--- config.mk ---
export PLATFORM = sky130hd
export DESIGN_NAME = prs_rom_sequencer
export DESIGN_NICKNAME = d
export VERILOG_FILES = /design/src/design/prs_pkg.sv /design/src/design/prs_addr_shifter.sv /design/src/design/prs_strobe_timer.sv /design/src/design/prs_rom_sequencer.sv
export SDC_FILE = /design/constraint.sdc
export NUM_CORES = 1
export LEC_CHECK = 0
export BUFFER_PORTS_ARGS = -buffer_cell sky130_fd_sc_hd__buf_2
export CAP_MARGIN = 25
export CORE_UTILIZATION = 50
export CTS_BUF_LIST = sky130_fd_sc_hd__clkbuf_2 sky130_fd_sc_hd__clkbuf_4 sky130_fd_sc_hd__clkbuf_8
export CTS_CLUSTER_SIZE = 8
export DETAILED_ROUTE_END_ITERATION = 10
export HOLD_SLACK_MARGIN = 0.03
export PLACE_DENSITY = 0.74
export SYNTH_ARGS = -nofsm -noshare
export SYNTH_HDL_FRONTEND = slang
export SYNTH_SLANG_ARGS = --single-unit
--- constraint.sdc ---
create_clock -name mclk -period 2.59 [get_ports mclk]
set_input_delay 0 -clock mclk [delete_from_list [all_inputs] [get_ports mclk]]
set_output_delay 0 -clock mclk [all_outputs]
set_load 0.005 [all_outputs]
--- src/design/prs_pkg.sv ---
`default_nettype none

package prs_pkg;

  // Setup values after reset: shortest access time, strobe in the six middle slots
  localparam logic [1:0] ACC_SEL_RESET = 2'h0;
  localparam logic [7:0] MASK_RESET = 8'h7e;
  localparam logic [23:0] ADDR_RESET = 24'h000000;
  localparam logic [7:0] DATA_RESET = 8'h00;

  // Access time codes, one per legal choice
  localparam logic [1:0] ACC_SEL_8 = 2'h0;
  localparam logic [1:0] ACC_SEL_16 = 2'h1;
  localparam logic [1:0] ACC_SEL_64 = 2'h2;
  localparam logic [1:0] ACC_SEL_256 = 2'h3;

  // Strobe slot length in clocks at or below 33 MHz; doubled above it
  localparam logic [6:0] SLOT_CYC_8 = 7'h01;
  localparam logic [6:0] SLOT_CYC_16 = 7'h02;
  localparam logic [6:0] SLOT_CYC_64 = 7'h08;
  localparam logic [6:0] SLOT_CYC_256 = 7'h20;
  localparam logic [2:0] SLOT_LAST = 3'h7;

  // Address shifter steps: six latch clock halves, one trailing low half, then done
  localparam logic [2:0] SHIFT_BYTE1 = 3'h2;
  localparam logic [2:0] SHIFT_BYTE2 = 3'h4;
  localparam logic [2:0] SHIFT_END = 3'h7;

  // Latch clock half period minus one: divide by two or by four
  localparam logic DIV_LAST_SLOW = 1'b0;
  localparam logic DIV_LAST_FAST = 1'b1;

  // Byte index of the last byte of a doubleword fetch
  localparam logic [1:0] DWORD_LAST = 2'h3;

  typedef enum logic [1:0] {PRS_IDLE, PRS_ADDR, PRS_ACCESS} prs_state_type;

endpackage : prs_pkg

`default_nettype wire

--- src/design/prs_addr_shifter.sv ---
`default_nettype none

module prs_addr_shifter (
  input wire logic mclk,
  input wire logic rst_n,
  input wire logic go,
  input wire logic fastMode,
  input wire logic [23:0] addr,
  input wire logic [7:0] wrData,
  input wire logic driveData,
  output logic [7:0] busOut,
  output logic busOe,
  output logic latchClk,
  output logic aleN,
  output logic done
);

  typedef struct packed {
    logic active;
    logic [2:0] step;
    logic div;
    logic [23:0] hold;
    logic [7:0] bus;
    logic oe;
    logic clk;
    logic aleN;
    logic done;
  } prs_shift_type;

  prs_shift_type sh_reg, sh_next;
  logic tick;
  logic [2:0] stepNext;

  // One latch clock half has passed
  assign tick = sh_reg.div == (fastMode ? prs_pkg::DIV_LAST_FAST : prs_pkg::DIV_LAST_SLOW);
  assign stepNext = sh_reg.step + 3'h1;

  // Three bytes, high first, each latched by a rising latch clock
  always_comb
  begin
    sh_next = sh_reg;
    sh_next.done = 1'b0;
    if (go)
    begin
      sh_next.active = 1'b1;
      sh_next.step = 3'h0;
      sh_next.div = 1'b0;
      sh_next.hold = addr;
      sh_next.bus = addr[23:16];
      sh_next.oe = 1'b1;
      sh_next.clk = 1'b0;
      sh_next.aleN = 1'b0;
    end
    else if (sh_reg.active)
    begin
      sh_next.div = tick ? 1'b0 : 1'b1;
      if (tick)
      begin
        sh_next.step = stepNext;
        // Clock stays low in the trailing half so the last edge is a clean rise
        sh_next.clk = stepNext[0] && (stepNext != prs_pkg::SHIFT_END);
        if (stepNext == prs_pkg::SHIFT_BYTE1)
          sh_next.bus = sh_reg.hold[15:8];
        if (stepNext == prs_pkg::SHIFT_BYTE2)
          sh_next.bus = sh_reg.hold[7:0];
        if (stepNext == prs_pkg::SHIFT_END)
        begin
          sh_next.aleN = 1'b1;
          sh_next.active = 1'b0;
          sh_next.done = 1'b1;
          sh_next.oe = 1'b0;
        end
      end
    end
    else
    begin
      // Write data owns the bus between address phase and the end of access
      sh_next.oe = driveData;
      if (driveData)
        sh_next.bus = wrData;
    end
  end

  always_ff @(posedge mclk or negedge rst_n)
  begin
    if (!rst_n)
      sh_reg <= '{aleN: 1'b1, default: '0};
    else
      sh_reg <= sh_next;
  end

  assign busOut = sh_reg.bus;
  assign busOe = sh_reg.oe;
  assign latchClk = sh_reg.clk;
  assign aleN = sh_reg.aleN;
  assign done = sh_reg.done;

endmodule : prs_addr_shifter

`default_nettype wire

--- src/design/prs_strobe_timer.sv ---
`default_nettype none

module prs_strobe_timer (
  input wire logic mclk,
  input wire logic rst_n,
  input wire logic go,
  input wire logic isWrite,
  input wire logic fastMode,
  input wire logic [1:0] accSel,
  input wire logic [7:0] mask,
  output logic selN,
  output logic rdN,
  output logic wrN,
  output logic release_,
  output logic done
);

  typedef struct packed {
    logic active;
    logic [2:0] slot;
    logic [6:0] cnt;
    logic selN;
    logic rdN;
    logic wrN;
    logic rel;
    logic done;
  } prs_timer_type;

  prs_timer_type tm_reg, tm_next;
  logic [6:0] slotLen;
  logic [6:0] slotLast;
  logic strobeNext;

  // Slot length follows the access time, doubled above 33 MHz
  always_comb
  begin
    unique case (accSel)
      prs_pkg::ACC_SEL_8: slotLen = prs_pkg::SLOT_CYC_8;
      prs_pkg::ACC_SEL_16: slotLen = prs_pkg::SLOT_CYC_16;
      prs_pkg::ACC_SEL_64: slotLen = prs_pkg::SLOT_CYC_64;
      prs_pkg::ACC_SEL_256: slotLen = prs_pkg::SLOT_CYC_256;
    endcase
    if (fastMode)
      slotLen = {slotLen[5:0], 1'b0};
    slotLast = slotLen - 7'h01;
  end

  // Eight slots of select, strobe level per mask bit, bit 0 first
  always_comb
  begin
    tm_next = tm_reg;
    tm_next.done = 1'b0;
    strobeNext = 1'b0;
    if (go)
    begin
      tm_next.active = 1'b1;
      tm_next.slot = 3'h0;
      tm_next.cnt = 7'h00;
      tm_next.selN = 1'b0;
      strobeNext = mask[0];
    end
    else if (tm_reg.active)
    begin
      strobeNext = mask[tm_reg.slot];
      if (tm_reg.cnt == slotLast)
      begin
        tm_next.cnt = 7'h00;
        if (tm_reg.slot == prs_pkg::SLOT_LAST)
        begin
          tm_next.active = 1'b0;
          tm_next.selN = 1'b1;
          tm_next.done = 1'b1;
          strobeNext = 1'b0;
        end
        else
        begin
          tm_next.slot = tm_reg.slot + 3'h1;
          strobeNext = mask[tm_next.slot];
        end
      end
      else
        tm_next.cnt = tm_reg.cnt + 7'h01;
    end
    tm_next.rdN = !(strobeNext && !isWrite);
    tm_next.wrN = !(strobeNext && isWrite);
    // Marks the rising edge of the read strobe, where data is taken
    tm_next.rel = !tm_reg.rdN && tm_next.rdN;
  end

  always_ff @(posedge mclk or negedge rst_n)
  begin
    if (!rst_n)
      tm_reg <= '{selN: 1'b1, rdN: 1'b1, wrN: 1'b1, default: '0};
    else
      tm_reg <= tm_next;
  end

  assign selN = tm_reg.selN;
  assign rdN = tm_reg.rdN;
  assign wrN = tm_reg.wrN;
  assign release_ = tm_reg.rel;
  assign done = tm_reg.done;

endmodule : prs_strobe_timer

`default_nettype wire

--- src/design/prs_rom_sequencer.sv ---
// Functional notes
// - Address goes out as three bytes, high first, each latched by a rising clock.
// - Latch enable low from first byte until third is clocked, then high before select.
// - Read: select and read strobe per mask, byte sampled, strobe and select released.
// - Write: data driven after address, select and write strobe per mask.
// - Parallel start bit clears when the register-driven bus cycle ends.
// - Window reads are delayed reads answered first with a retry.
// - Window read does four byte reads; the dword returns on the matching retry.
// - Busy bit sets when a window fetch starts and clears when it ends.
// - The window address is kept in the address register for retry matching.
// - A new offset after a finished fetch discards it and queues the new one.
// - A new offset while the fetch still runs gets a retry.
// - Access time is one of four lengths, doubled above 33 MHz.
// - Select stays low exactly the access time, first slot to last.
// - Access time resets to its shortest setting.
// - Eight mask bits shape the strobe, one per eighth, bit 0 first.
// - Slot length is an eighth of the access time for the clock range.
// - Mask resets with the strobe off in the first and last slots.
// - Latch clock runs at the clock over two, or over four when fast.
// - Read data is taken where the read strobe rises.

`default_nettype none

module prs_rom_sequencer (
  input wire logic mclk,
  input wire logic rst_n,
  input wire logic fastMode,
  input wire logic regStartPulse,
  input wire logic regSerialStart,
  input wire logic regWriteCtl,
  input wire logic regAddrWe,
  input wire logic [23:0] regAddrIn,
  input wire logic regDataWe,
  input wire logic [7:0] regDataIn,
  input wire logic setupWe,
  input wire logic [1:0] setupAccessIn,
  input wire logic [7:0] setupMaskIn,
  input wire logic winReq,
  input wire logic [23:0] winAddr,
  input wire logic [7:0] romMuxBusIn,
  output logic parallelStartBit,
  output logic [23:0] romAddrOut,
  output logic [7:0] romDataOut,
  output logic [1:0] accessSelOut,
  output logic [7:0] strobeMaskOut,
  output logic winRetry,
  output logic winAck,
  output logic [31:0] winData,
  output logic [7:0] romMuxBusOut,
  output logic romMuxBusOe,
  output logic addrLatchEnableN,
  output logic addrLatchClock,
  output logic romSelectN,
  output logic romReadStrobeN,
  output logic romWriteStrobeN
);

  typedef struct packed {
    prs_pkg::prs_state_type st;
    logic busy;
    logic isWrite;
    logic isWin;
    logic winDone;
    logic [1:0] byteCnt;
    logic [23:0] romAddr;
    logic [7:0] romData;
    logic [1:0] accSel;
    logic [7:0] mask;
    logic [31:0] dword;
    logic shiftGo;
    logic timeGo;
    logic driveData;
    logic retry;
    logic ack;
    logic [31:0] ackData;
    logic [7:0] sync1;
    logic [7:0] sync2;
  } prs_seq_type;

  prs_seq_type seq_reg, seq_next;
  logic regGo;
  logic winHit;
  logic [23:0] shiftAddr;
  logic shiftDone;
  logic timeDone;
  logic strobeRelease;

  // Register start only counts for a parallel access while the port is idle
  assign regGo = regStartPulse && !regSerialStart && (seq_reg.st == prs_pkg::PRS_IDLE);

  // A retry matches the stored doubleword address of a finished fetch
  assign winHit = seq_reg.winDone && (winAddr[23:2] == seq_reg.romAddr[23:2]);

  // Window fetch walks up from the aligned offset
  assign shiftAddr = seq_reg.isWin ? {seq_reg.romAddr[23:2], seq_reg.byteCnt} : seq_reg.romAddr;

  prs_addr_shifter u_shift (
    .mclk(mclk),
    .rst_n(rst_n),
    .go(seq_reg.shiftGo),
    .fastMode(fastMode),
    .addr(shiftAddr),
    .wrData(seq_reg.romData),
    .driveData(seq_reg.driveData),
    .busOut(romMuxBusOut),
    .busOe(romMuxBusOe),
    .latchClk(addrLatchClock),
    .aleN(addrLatchEnableN),
    .done(shiftDone)
  );

  prs_strobe_timer u_timer (
    .mclk(mclk),
    .rst_n(rst_n),
    .go(seq_reg.timeGo),
    .isWrite(seq_reg.isWrite),
    .fastMode(fastMode),
    .accSel(seq_reg.accSel),
    .mask(seq_reg.mask),
    .selN(romSelectN),
    .rdN(romReadStrobeN),
    .wrN(romWriteStrobeN),
    .release_(strobeRelease),
    .done(timeDone)
  );

  // Sequencer: register byte access or four-byte window fetch, plus delayed-read answers
  always_comb
  begin
    seq_next = seq_reg;
    seq_next.shiftGo = 1'b0;
    seq_next.timeGo = 1'b0;
    seq_next.retry = 1'b0;
    seq_next.ack = 1'b0;
    // The bus is read only through the second stage of the synchroniser
    seq_next.sync1 = romMuxBusIn;
    seq_next.sync2 = seq_reg.sync1;
    if (setupWe)
    begin
      seq_next.accSel = setupAccessIn;
      seq_next.mask = setupMaskIn;
    end
    // Software may clobber the stored window address; that is its own hazard
    if (regAddrWe)
      seq_next.romAddr = regAddrIn;
    if (regDataWe)
      seq_next.romData = regDataIn;
    unique case (seq_reg.st)
      prs_pkg::PRS_IDLE:
      begin
        if (regGo)
        begin
          seq_next.busy = 1'b1;
          seq_next.isWrite = regWriteCtl;
          seq_next.isWin = 1'b0;
          seq_next.shiftGo = 1'b1;
          seq_next.st = prs_pkg::PRS_ADDR;
        end
      end
      prs_pkg::PRS_ADDR:
      begin
        // Select and strobes wait for the latch enable to go high
        if (shiftDone)
        begin
          seq_next.timeGo = 1'b1;
          seq_next.driveData = seq_reg.isWrite;
          seq_next.st = prs_pkg::PRS_ACCESS;
        end
      end
      prs_pkg::PRS_ACCESS:
      begin
        if (strobeRelease && !seq_reg.isWrite)
        begin
          if (seq_reg.isWin)
            seq_next.dword[{seq_reg.byteCnt, 3'h0} +: 8] = seq_reg.sync2;
          else
            seq_next.romData = seq_reg.sync2;
        end
        if (timeDone)
        begin
          seq_next.driveData = 1'b0;
          if (seq_reg.isWin && (seq_reg.byteCnt != prs_pkg::DWORD_LAST))
          begin
            // Next byte of the doubleword
            seq_next.byteCnt = seq_reg.byteCnt + 2'h1;
            seq_next.shiftGo = 1'b1;
            seq_next.st = prs_pkg::PRS_ADDR;
          end
          else
          begin
            seq_next.busy = 1'b0;
            seq_next.winDone = seq_reg.isWin;
            seq_next.st = prs_pkg::PRS_IDLE;
          end
        end
      end
      default:
        seq_next.st = prs_pkg::PRS_IDLE;
    endcase
    // Window reads: one pending requester, a register start takes precedence
    if (winReq)
    begin
      if (winHit)
      begin
        seq_next.ack = 1'b1;
        seq_next.ackData = seq_reg.dword;
        seq_next.winDone = 1'b0;
      end
      else if ((seq_reg.st != prs_pkg::PRS_IDLE) || regGo)
        seq_next.retry = 1'b1;
      else
      begin
        // New or different offset: drop any finished result and fetch
        seq_next.retry = 1'b1;
        seq_next.winDone = 1'b0;
        seq_next.romAddr = {winAddr[23:2], 2'h0};
        seq_next.isWin = 1'b1;
        seq_next.isWrite = 1'b0;
        seq_next.busy = 1'b1;
        seq_next.byteCnt = 2'h0;
        seq_next.shiftGo = 1'b1;
        seq_next.st = prs_pkg::PRS_ADDR;
      end
    end
  end

  // Setup defaults after reset
  always_ff @(posedge mclk or negedge rst_n)
  begin
    if (!rst_n)
      seq_reg <= '{st: prs_pkg::PRS_IDLE, accSel: prs_pkg::ACC_SEL_RESET,
                   mask: prs_pkg::MASK_RESET, romAddr: prs_pkg::ADDR_RESET,
                   romData: prs_pkg::DATA_RESET, default: '0};
    else
      seq_reg <= seq_next;
  end

  assign parallelStartBit = seq_reg.busy;
  assign romAddrOut = seq_reg.romAddr;
  assign romDataOut = seq_reg.romData;
  assign accessSelOut = seq_reg.accSel;
  assign strobeMaskOut = seq_reg.mask;
  assign winRetry = seq_reg.retry;
  assign winAck = seq_reg.ack;
  assign winData = seq_reg.ackData;
endmodule : prs_rom_sequencer

`default_nettype wire

Yosys cells after proc, flatten, opt, wreduce, memory -nomap -nowiden
Cells that the tools add are included.
- add/subtract/negate cells: 6
- $lt $le $gt $ge: 2
- equal/unequal tests: 20
- shifts and indexed selects: 2
- muxes and demuxes: 76
- reduce and logical (&&, ||, !) cells: 35
- operators by type and width (kind ; number):
    $mux W32 ; 2
    $mux W8 ; 7
    $mux W12 ; 3
    $mux W34 ; 1
    $mux W33 ; 1
    $bwmux W32 ; 1
    $shift A8 B7 Y32 const A ; 1
    $shiftx A8 B7 Y32 ; 1
    $mux W1 ; 31
    $pmux W7 S4 ; 1
    $mux W26 ; 1
    $mux W24 ; 1
    $eq A22 B22 Y1 ; 1
    $mux W5 ; 4
    $reduce_and A3 Y1 ; 6
    $reduce_bool A2 Y1 ; 8
    $mux W3 ; 5
    $mux W7 ; 2
    $mux W2 ; 6
    $mux W11 ; 1
    $eq A3 B3 Y1 const B ; 3
    $logic_and A1 B1 Y1 ; 9
    $mux W9 ; 1
    $ne A3 B3 Y1 const B ; 3
    other kinds (23) ; 41
- flip-flop bits (word level): 184
- logic and storage cells: 177

Depth between registers and ports, before layout
Gate-level depths: netlist (run 1).
- word-level depth: 11
- gate-level depth with buffers: 9

Modules after synthesis
A second synthesis (run 1) with hierarchy kept.
- cells, all modules: 795
- area total of the unflattened synthesis: 9427.8 um2
- modules (own cells, without submodules) (module ; instances ; cells an instance ; area each (um2) ; sequential area each (um2)):
    prs_rom_sequencer ; 1 ; 529 ; 6525.0 ; 3385.7
    prs_addr_shifter ; 1 ; 147 ; 1669.1 ; 827.0
    prs_strobe_timer ; 1 ; 119 ; 1233.7 ; 404.1

Least setup slack after synthesis (run 1)
Ideal clock, no wire load.
- kind: reg-to-reg
- start point: register seq_reg, in the netlist accessSelOut[0]
- end point: register u_timer.tm_reg[12] (netlist bit)
- data arrival time: 2.243 ns
- data required time: 2.465 ns
- setup slack: 0.222 ns
- stages on the path, launching flop included: 8
- path through: dfrtp_1 buf_2 or3_4 ha_1 xor2_1 nand3_4 nor4_4 mux2_4
- longest elaborated chain between the ends: 7
- ends and longest elaborated chain (item ; line ; RTL):
    start, declared ; prs_rom_sequencer.sv:80 ; prs_seq_type seq_reg, seq_next;
    start signal, assigned ; prs_rom_sequencer.sv:231 ; seq_reg <= '{st: prs_pkg::PRS_IDLE, accSel: prs_pkg::ACC_SEL_RESET,
    start signal, assigned ; prs_rom_sequencer.sv:235 ; seq_reg <= seq_next;
    $eq A2 B2 Y1 (tied with other cells) ; prs_strobe_timer.sv:37 ; unique case (accSel)
    $pmux W7 S4 * ; prs_strobe_timer.sv:37 ;
    $mux W7 * ; prs_strobe_timer.sv:43 ; if (fastMode)
    $sub A7 B1 Y7 * ; prs_strobe_timer.sv:45 ; slotLast = slotLen - 7'h01;
    $eq A7 B7 Y1 * ; prs_strobe_timer.sv:65 ; if (tm_reg.cnt == slotLast)
    $reduce_bool A2 Y1 (no source line) * ; - ;
    $reduce_and A3 Y1 (no source line) * ; - ;
    end signal, assigned ; prs_strobe_timer.sv:95 ; tm_reg <= tm_next;
    end, declared ; prs_strobe_timer.sv:29 ; prs_timer_type tm_reg, tm_next;
Mark *: on every way between the ends. The rest lies on a longest branch, timed or not. The select of a mux whose other input is x is not followed.
A chain may end at the register's enable or synchronous reset.

==> results.yml, run 1 <==
power:
  leakage_nw: 5.21
  ir_worst_vdd_uv: 478
  p_per_area_nw_per_um2: 815
  power.total_mw: 9.12
min_path:
  hold_depth: 4
  hp-start: "regStartPulse"
  worstHoldPathType: "input pin to register"
worst_setup_path:
  reg2reg_from: "seq_reg[133]"
  r2r_slack_ns: 0.17
  end_kind: "register"
  cp.arrival_ns: 2.78
  crit_fanout: 15
  critPathLaunchType: "register"
  critPathRequiredTime_ns: 2.95
  critical_path_class: "register to register"
  cp_common_cell: "inv_1"
  reg2reg_to: "romAddrOut[15]"
  worst-r2r-cell-count: 7
  crit_chain: "inv_1 > ha_1 > inv_1 > or3_1 > a21oi_2 > buf_4 > mux2_2"
  cpPeakStageDelay_ns: 0.41
  cpMaxStageDelayCell: "dfrtp_1"
detailed_routing:
  vias: 6778
  routedWlPerCell_um: 18.0
  ant_nets: 0
  drc: 0
  vias_per_cell: 5.42
  drt_wl_total_mm: 22.5
  drt_iter0_markers: 386
  firstDrtPassIters: 5
placed_design:
  port_buffers: 172
  dp_cells: 1121
  hpwl_mm: 14.7
  gp_congestion: 0.849
floorplan:
  initial_core_util_pct: 51.0
  ioPinCount: 175
  die_area_um2: 18900
  core_area_um2: 18000
  die_x_um: 138
  num_rows: 49
  die_y_um: 138
timing:
  min_period_ns: 2.42
  max_freq_mhz: 413
  worst_slew_pin_slew_ns: 0.775
  hold_viol: 0
  fin_skew_ns: 0.0100
  relSlewSlack_pct: 48.4
  setup_viol: 0
  slew_viol_final: 0
  setup_tns_ns: 0
  period_share_pct: 93.6
  rsz0062_at_grt: "no"
cells_and_area:
  multi_input_area_um2: 3770
  antenna_cells: 0
  drive_gt1_share_pct: 34.2
  largest_reg_flops: 49
  fillers: 1413
  final_nets: 1111
  fin_cells: 1251
  seq_area_um2: 4620
  final_util_pct: 62.0
  area_growth_pct: 21.6
synthesis:
  mappedNetlistArea_um2: 9200
  synth_top_area_cell: "dfrtp_1"
  syn_nets: 914
  synth_edf_count: 0
  async_reset_ff_share_pct: 100
  synth_seq_cells: 184
  synthDistinctLibCells: 61
  yosysMostFrequentCell: "dfrtp_1"
  syn_inst: 812
  yosysSeqAreaShare_pct: 50.2
  synth_flop_cell: "dfrtp_1"
  synth_top_area_share_pct: 47.3
  yosysWarningCount: 0
  avgSynthCellArea_um2: 11.3
  synthTopCellsByCount: "dfrtp_1, mux2_2, nand2_1, buf_4, o21ai_0"
  synth_area_leaders: "dfrtp_1, mux2_2, buf_4"
clocking:
  cts_made_buffers: 17
  path_clk_slew_ns: 0.10
  cts_tree: "built"
  post_cts_buffers: 0
  ctsHoldBuffers: 98
  clk_path_buf_depth: 2
  cts_resized: 0
  insertion_delay_ns: 0.47
  root_buffer: "clkbuf_8"
  h-tree-depth: 4
  cts_sinks: 184
outcome:
  status: "finished, final reports clean"
grt:
  track_usage_pct: 24.6
  grt_max_degree: 82
  grt-ovfl-total: 0
  grt_pass1_wl_mm: 34.9
  first_global_vias: 6761
  antenna_found_initial: 0
job:
  timing.max_cap.violations: 0
routing by layer:
metal  GRT usage (%)  vias to the layer above  wire, um
li1                -                     3157         -
met1            30.5                     3327      9460
met2            41.6                      247     11300
met3            6.33                       47      1310
met4            8.24                        0       473
met5               0                        -         0
worst max-delay path, delay by kind of cell (launching register included):
kind / cells / cell delay, ns
adders and majority gates: 1 / 0.21
AOI/OAI and AO/OA: 1 / 0.38
and+or+nand+nor: 1 / 0.38
DFF: 1 / 0.41
muxes: 1 / 0.39
buffers and inverters: 3 / 0.54
where the power goes:
part / internal, mW / switching [mW]
Clock: 0.976 / 1.10
Combinational: 1.53 / 1.43
Sequential: 3.45 / 0.633
Total: 5.96 / 3.16
cell type report:
class                      instances  area share (%)
inverter                          16           0.537
clock buffer                      17            2.09
timing repair buffer             292            18.1
clock inverter                    15            1.69
tap                              229            2.56
multi-input combinational        498            33.7
sequential                       184            41.3
stage by stage:
stage	hold slack (ns)	setup WS (ns)	cell area [um^2]
final	0.0997	0.166	11200
after global routing	0.0764	0.0472	11200
after CTS	0.0611	0.192	11200
after detailed placement	0.0903	0.218	9780
after global placement	0.0934	0.263	9780
after floorplan	-0.296	0.222	9200
worst max path at each step:
stage	from	endpoint	slack, ns	depth (start not counted)
CTS	seq_reg[133]	romAddrOut[21]	0.19	7
global route	seq_reg[133]	romAddrOut[15]	0.05	7
floorplan	accessSelOut[0]	u_timer.tm_reg[12]	0.22	7
finish	seq_reg[133]	romAddrOut[15]	0.17	7
global placement	seq_reg[133]	romAddrOut[14]	0.26	7
detailed placement	accessSelOut[0]	u_timer.tm_reg[12]	0.22	6
cells in the final DEF, fill, tap and decap left out, types with 7 or more instances in the layout:
cell,count
o211ai_1,9
dlygate4sd3_1,98
xor2_1,10
buf_4,21
nand2_1,96
xnor2_1,23
dfstp_2,10
inv_1,15
nand2b_1,9
nor3b_1,12
nor2_1,21
o21a_1,9
a21oi_1,16
mux2i_1,24
mux2_2,98
buf_2,171
dfrtp_1,174
clkbuf_8,17
ha_1,18
nand3_1,11
a22oi_1,7
nand4_1,8
o21ai_0,47
cell families (layout without fill, tap and decap cells):
kind of cell / after synthesis / after routing / share of synthesized area (%)
AND/OR/NAND/NOR: 196 / 196 / 10.7
flip-flops: 184 / 184 / 50.2
multiplexers: 130 / 130 / 16.1
buffers and inverters: 130 / 340 / 8.84
AO/OA/AOI/OAI: 120 / 120 / 8.34
XOR/XNOR: 34 / 34 / 3.32
adder cells (fa/ha/maj): 18 / 18 / 2.45
(Power assumes the default switching activity.)
==> run 2, diff against run 1 <==
--- a/config.mk
+++ b/config.mk
@@ -12,7 +12,8 @@
 export CTS_CLUSTER_SIZE = 8
 export DETAILED_ROUTE_END_ITERATION = 10
 export HOLD_SLACK_MARGIN = 0.03
-export PLACE_DENSITY = 0.74
+export PLACE_DENSITY = 0.77
+export REMOVE_ABC_BUFFERS = 1
 export SYNTH_ARGS = -nofsm -noshare
 export SYNTH_HDL_FRONTEND = slang
 export SYNTH_SLANG_ARGS = --single-unit
==> constraint.sdc (replaced) <==
create_clock -name mclk -period 2.2 [get_ports mclk]
set_input_delay 0 -clock mclk [delete_from_list [all_inputs] [get_ports mclk]]
set_output_delay 0 -clock mclk [all_outputs]
set_load 0.005 [all_outputs]
==> results.yml, run 2 (same netlist as run 1, synthesis figures left out) <==
job:
  timing.max_cap.violations: 0
timing:
  slew_viol_final: 0
  setup_slack_ns: -0.0489
  fin_skew_ns: 0.0201
  setup_tns_ns: -0.185
  min_period_ns: 2.25
  max_freq_mhz: 445
  hold_viol: 0
  relSlewSlack_pct: 51.3
  period_share_pct: 102
  rsz0062_at_grt: "yes"
  setup_viol: 16
  worst_slew_pin_slew_ns: 0.728
clocking:
  post_cts_buffers: 0
  h-tree-depth: 4
  clk_path_buf_depth: 2
  cts_tree: "built"
  root_buffer: "clkbuf_8"
  cts_sinks: 184
  path_clk_slew_ns: 0.10
  cts_made_buffers: 17
  insertion_delay_ns: 0.46
grt:
  grt_pass1_wl_mm: 34.1
  grt-ovfl-total: 0
  antenna_found_initial: 0
  first_global_vias: 6767
  grt_max_degree: 81
  track_usage_pct: 23.7
worst_setup_path:
  endpoint: "romAddrOut[23]"
  cpPeakStageDelay_ns: 0.45
  critPathRequiredTime_ns: 2.53
  reg2reg_to: "romAddrOut[23]"
  cp.arrival_ns: 2.58
  end_kind: "register"
  cpLargestDelayFamily: "simple AND/OR/NAND/NOR gates"
  critPathLaunchType: "register"
  crit_fanout: 11
  crit_cells: 6
  cpMaxStageDelayCell: "dfrtp_1"
  reg2reg_from: "romAddrOut[10]"
  worst-r2r-cell-count: 6
  critPathBufInv: 1
  crit_chain: "xnor2_1 > nand4_1 > nor4_4 > a21oi_4 > buf_12 > mux2_1"
  r2r_slack_ns: -0.05
  startpoint: "romAddrOut[10]"
  critical_path_class: "register to register"
floorplan:
  core_area_um2: 18000
  die_area_um2: 18900
  die_y_um: 138
  die_x_um: 138
  num_rows: 49
  initial_core_util_pct: 51.0
  ioPinCount: 175
detailed_routing:
  drc: 0
  drt_wl_total_mm: 23.0
  drt_iter0_markers: 478
  firstDrtPassIters: 6
  routedWlPerCell_um: 18.2
  vias: 6922
  vias_per_cell: 5.49
  ant_nets: 0
power:
  p_per_area_nw_per_um2: 957
  leakage_nw: 5.32
  power.total_mw: 10.9
  ir_worst_vdd_uv: 436
cells_and_area:
  seq_area_um2: 4620
  multi_input_area_um2: 3870
  fillers: 1412
  antenna_cells: 0
  largest_reg_flops: 49
  layout_commonest_cell: "dfrtp_1"
  drive_gt1_share_pct: 36.0
  area_growth_pct: 24.1
  final_cell_mix: "dfrtp_1, buf_2, mux2_2"
  final_nets: 1121
placed_design:
  gp_congestion: 0.813
  port_buffers: 172
  hpwl_mm: 14.6
outcome:
  violations: "setup timing"
  status: "finished with violations"
min_path:
  worstHoldPathType: "input pin to asynchronous set/reset pin"
[run 2: worst min-delay path by stage]
stage / endpoint / slack (ns) / depth (start not counted)
2_1_floorplan: asynchronous set/reset pin / -0.30 / 0
3_5_place_dp: romAddrOut[23] / -0.002 / 1
5_1_grt: romAddrOut[23] / 0.11 / 2
6_report: romAddrOut[23] / 0.06 / 2
3_3_place_gp: romAddrOut[23] / -0.005 / 1
4_1_cts: u_shift.sh_reg[36] / 0.05 / 5
[run 2: stage by stage]
stage	hold WS, ns	cell area [um^2]	utilization, %	instances	worst slack (ns)
after floorplan	-0.296	8440	-	698	-0.833
after global placement	-0.00524	9900	54.9	1132	0.0287
after detailed placement	-0.00209	9900	54.9	1132	-0.0156
after CTS	0.0547	11300	62.7	1260	0.0155
after global routing	0.112	11400	63.3	1261	-0.100
final	0.0562	11400	63.3	1261	-0.0489
[run 2: layout make-up]
cell class / instances / share of cell area (%)
clock buffers: 19 / 2.24
clock inverters: 13 / 1.47
inverters: 16 / 0.526
multi-input cells: 498 / 33.9
flip-flops and latches: 184 / 40.5
well taps: 229 / 2.51
repair buffers: 302 / 18.9
[run 2: power breakdown]
part / switching [mW] / internal, mW
Clock: 1.25 / 1.18
Sequential: 0.685 / 4.06
Combinational: 1.81 / 1.92
[run 2: what timing repair did]
action / 4_1_cts / 5_1_grt
resized for setup: 2 / 13
cloned: 0 / 1
hold buffers: 96 / 0
pin swaps: 2 / 4
endpoints found under the setup margin: 5 / 37
endpoints found under the hold margin: 239 / 0
[run 2: per-layer routing]
metal  vias to the layer above  global-route usage, %  part of all wire, %
li1                       3167                      -                    -
met1                      3414                   29.3                   41
met2                       266                   39.6                   51
met3                        75                   3.94                  4.4
met4                         0                   12.8                  4.3
met5                         -                      0                    0
[run 2: worst register-to-register path, cell delays in order (launching register included)]
cell and delay [ns]:
dfrtp_1 0.45, xnor2_1 0.36, nand4_1 0.23, nor4_4 0.44, a21oi_4 0.14, buf_12 0.17, mux2_1 0.33
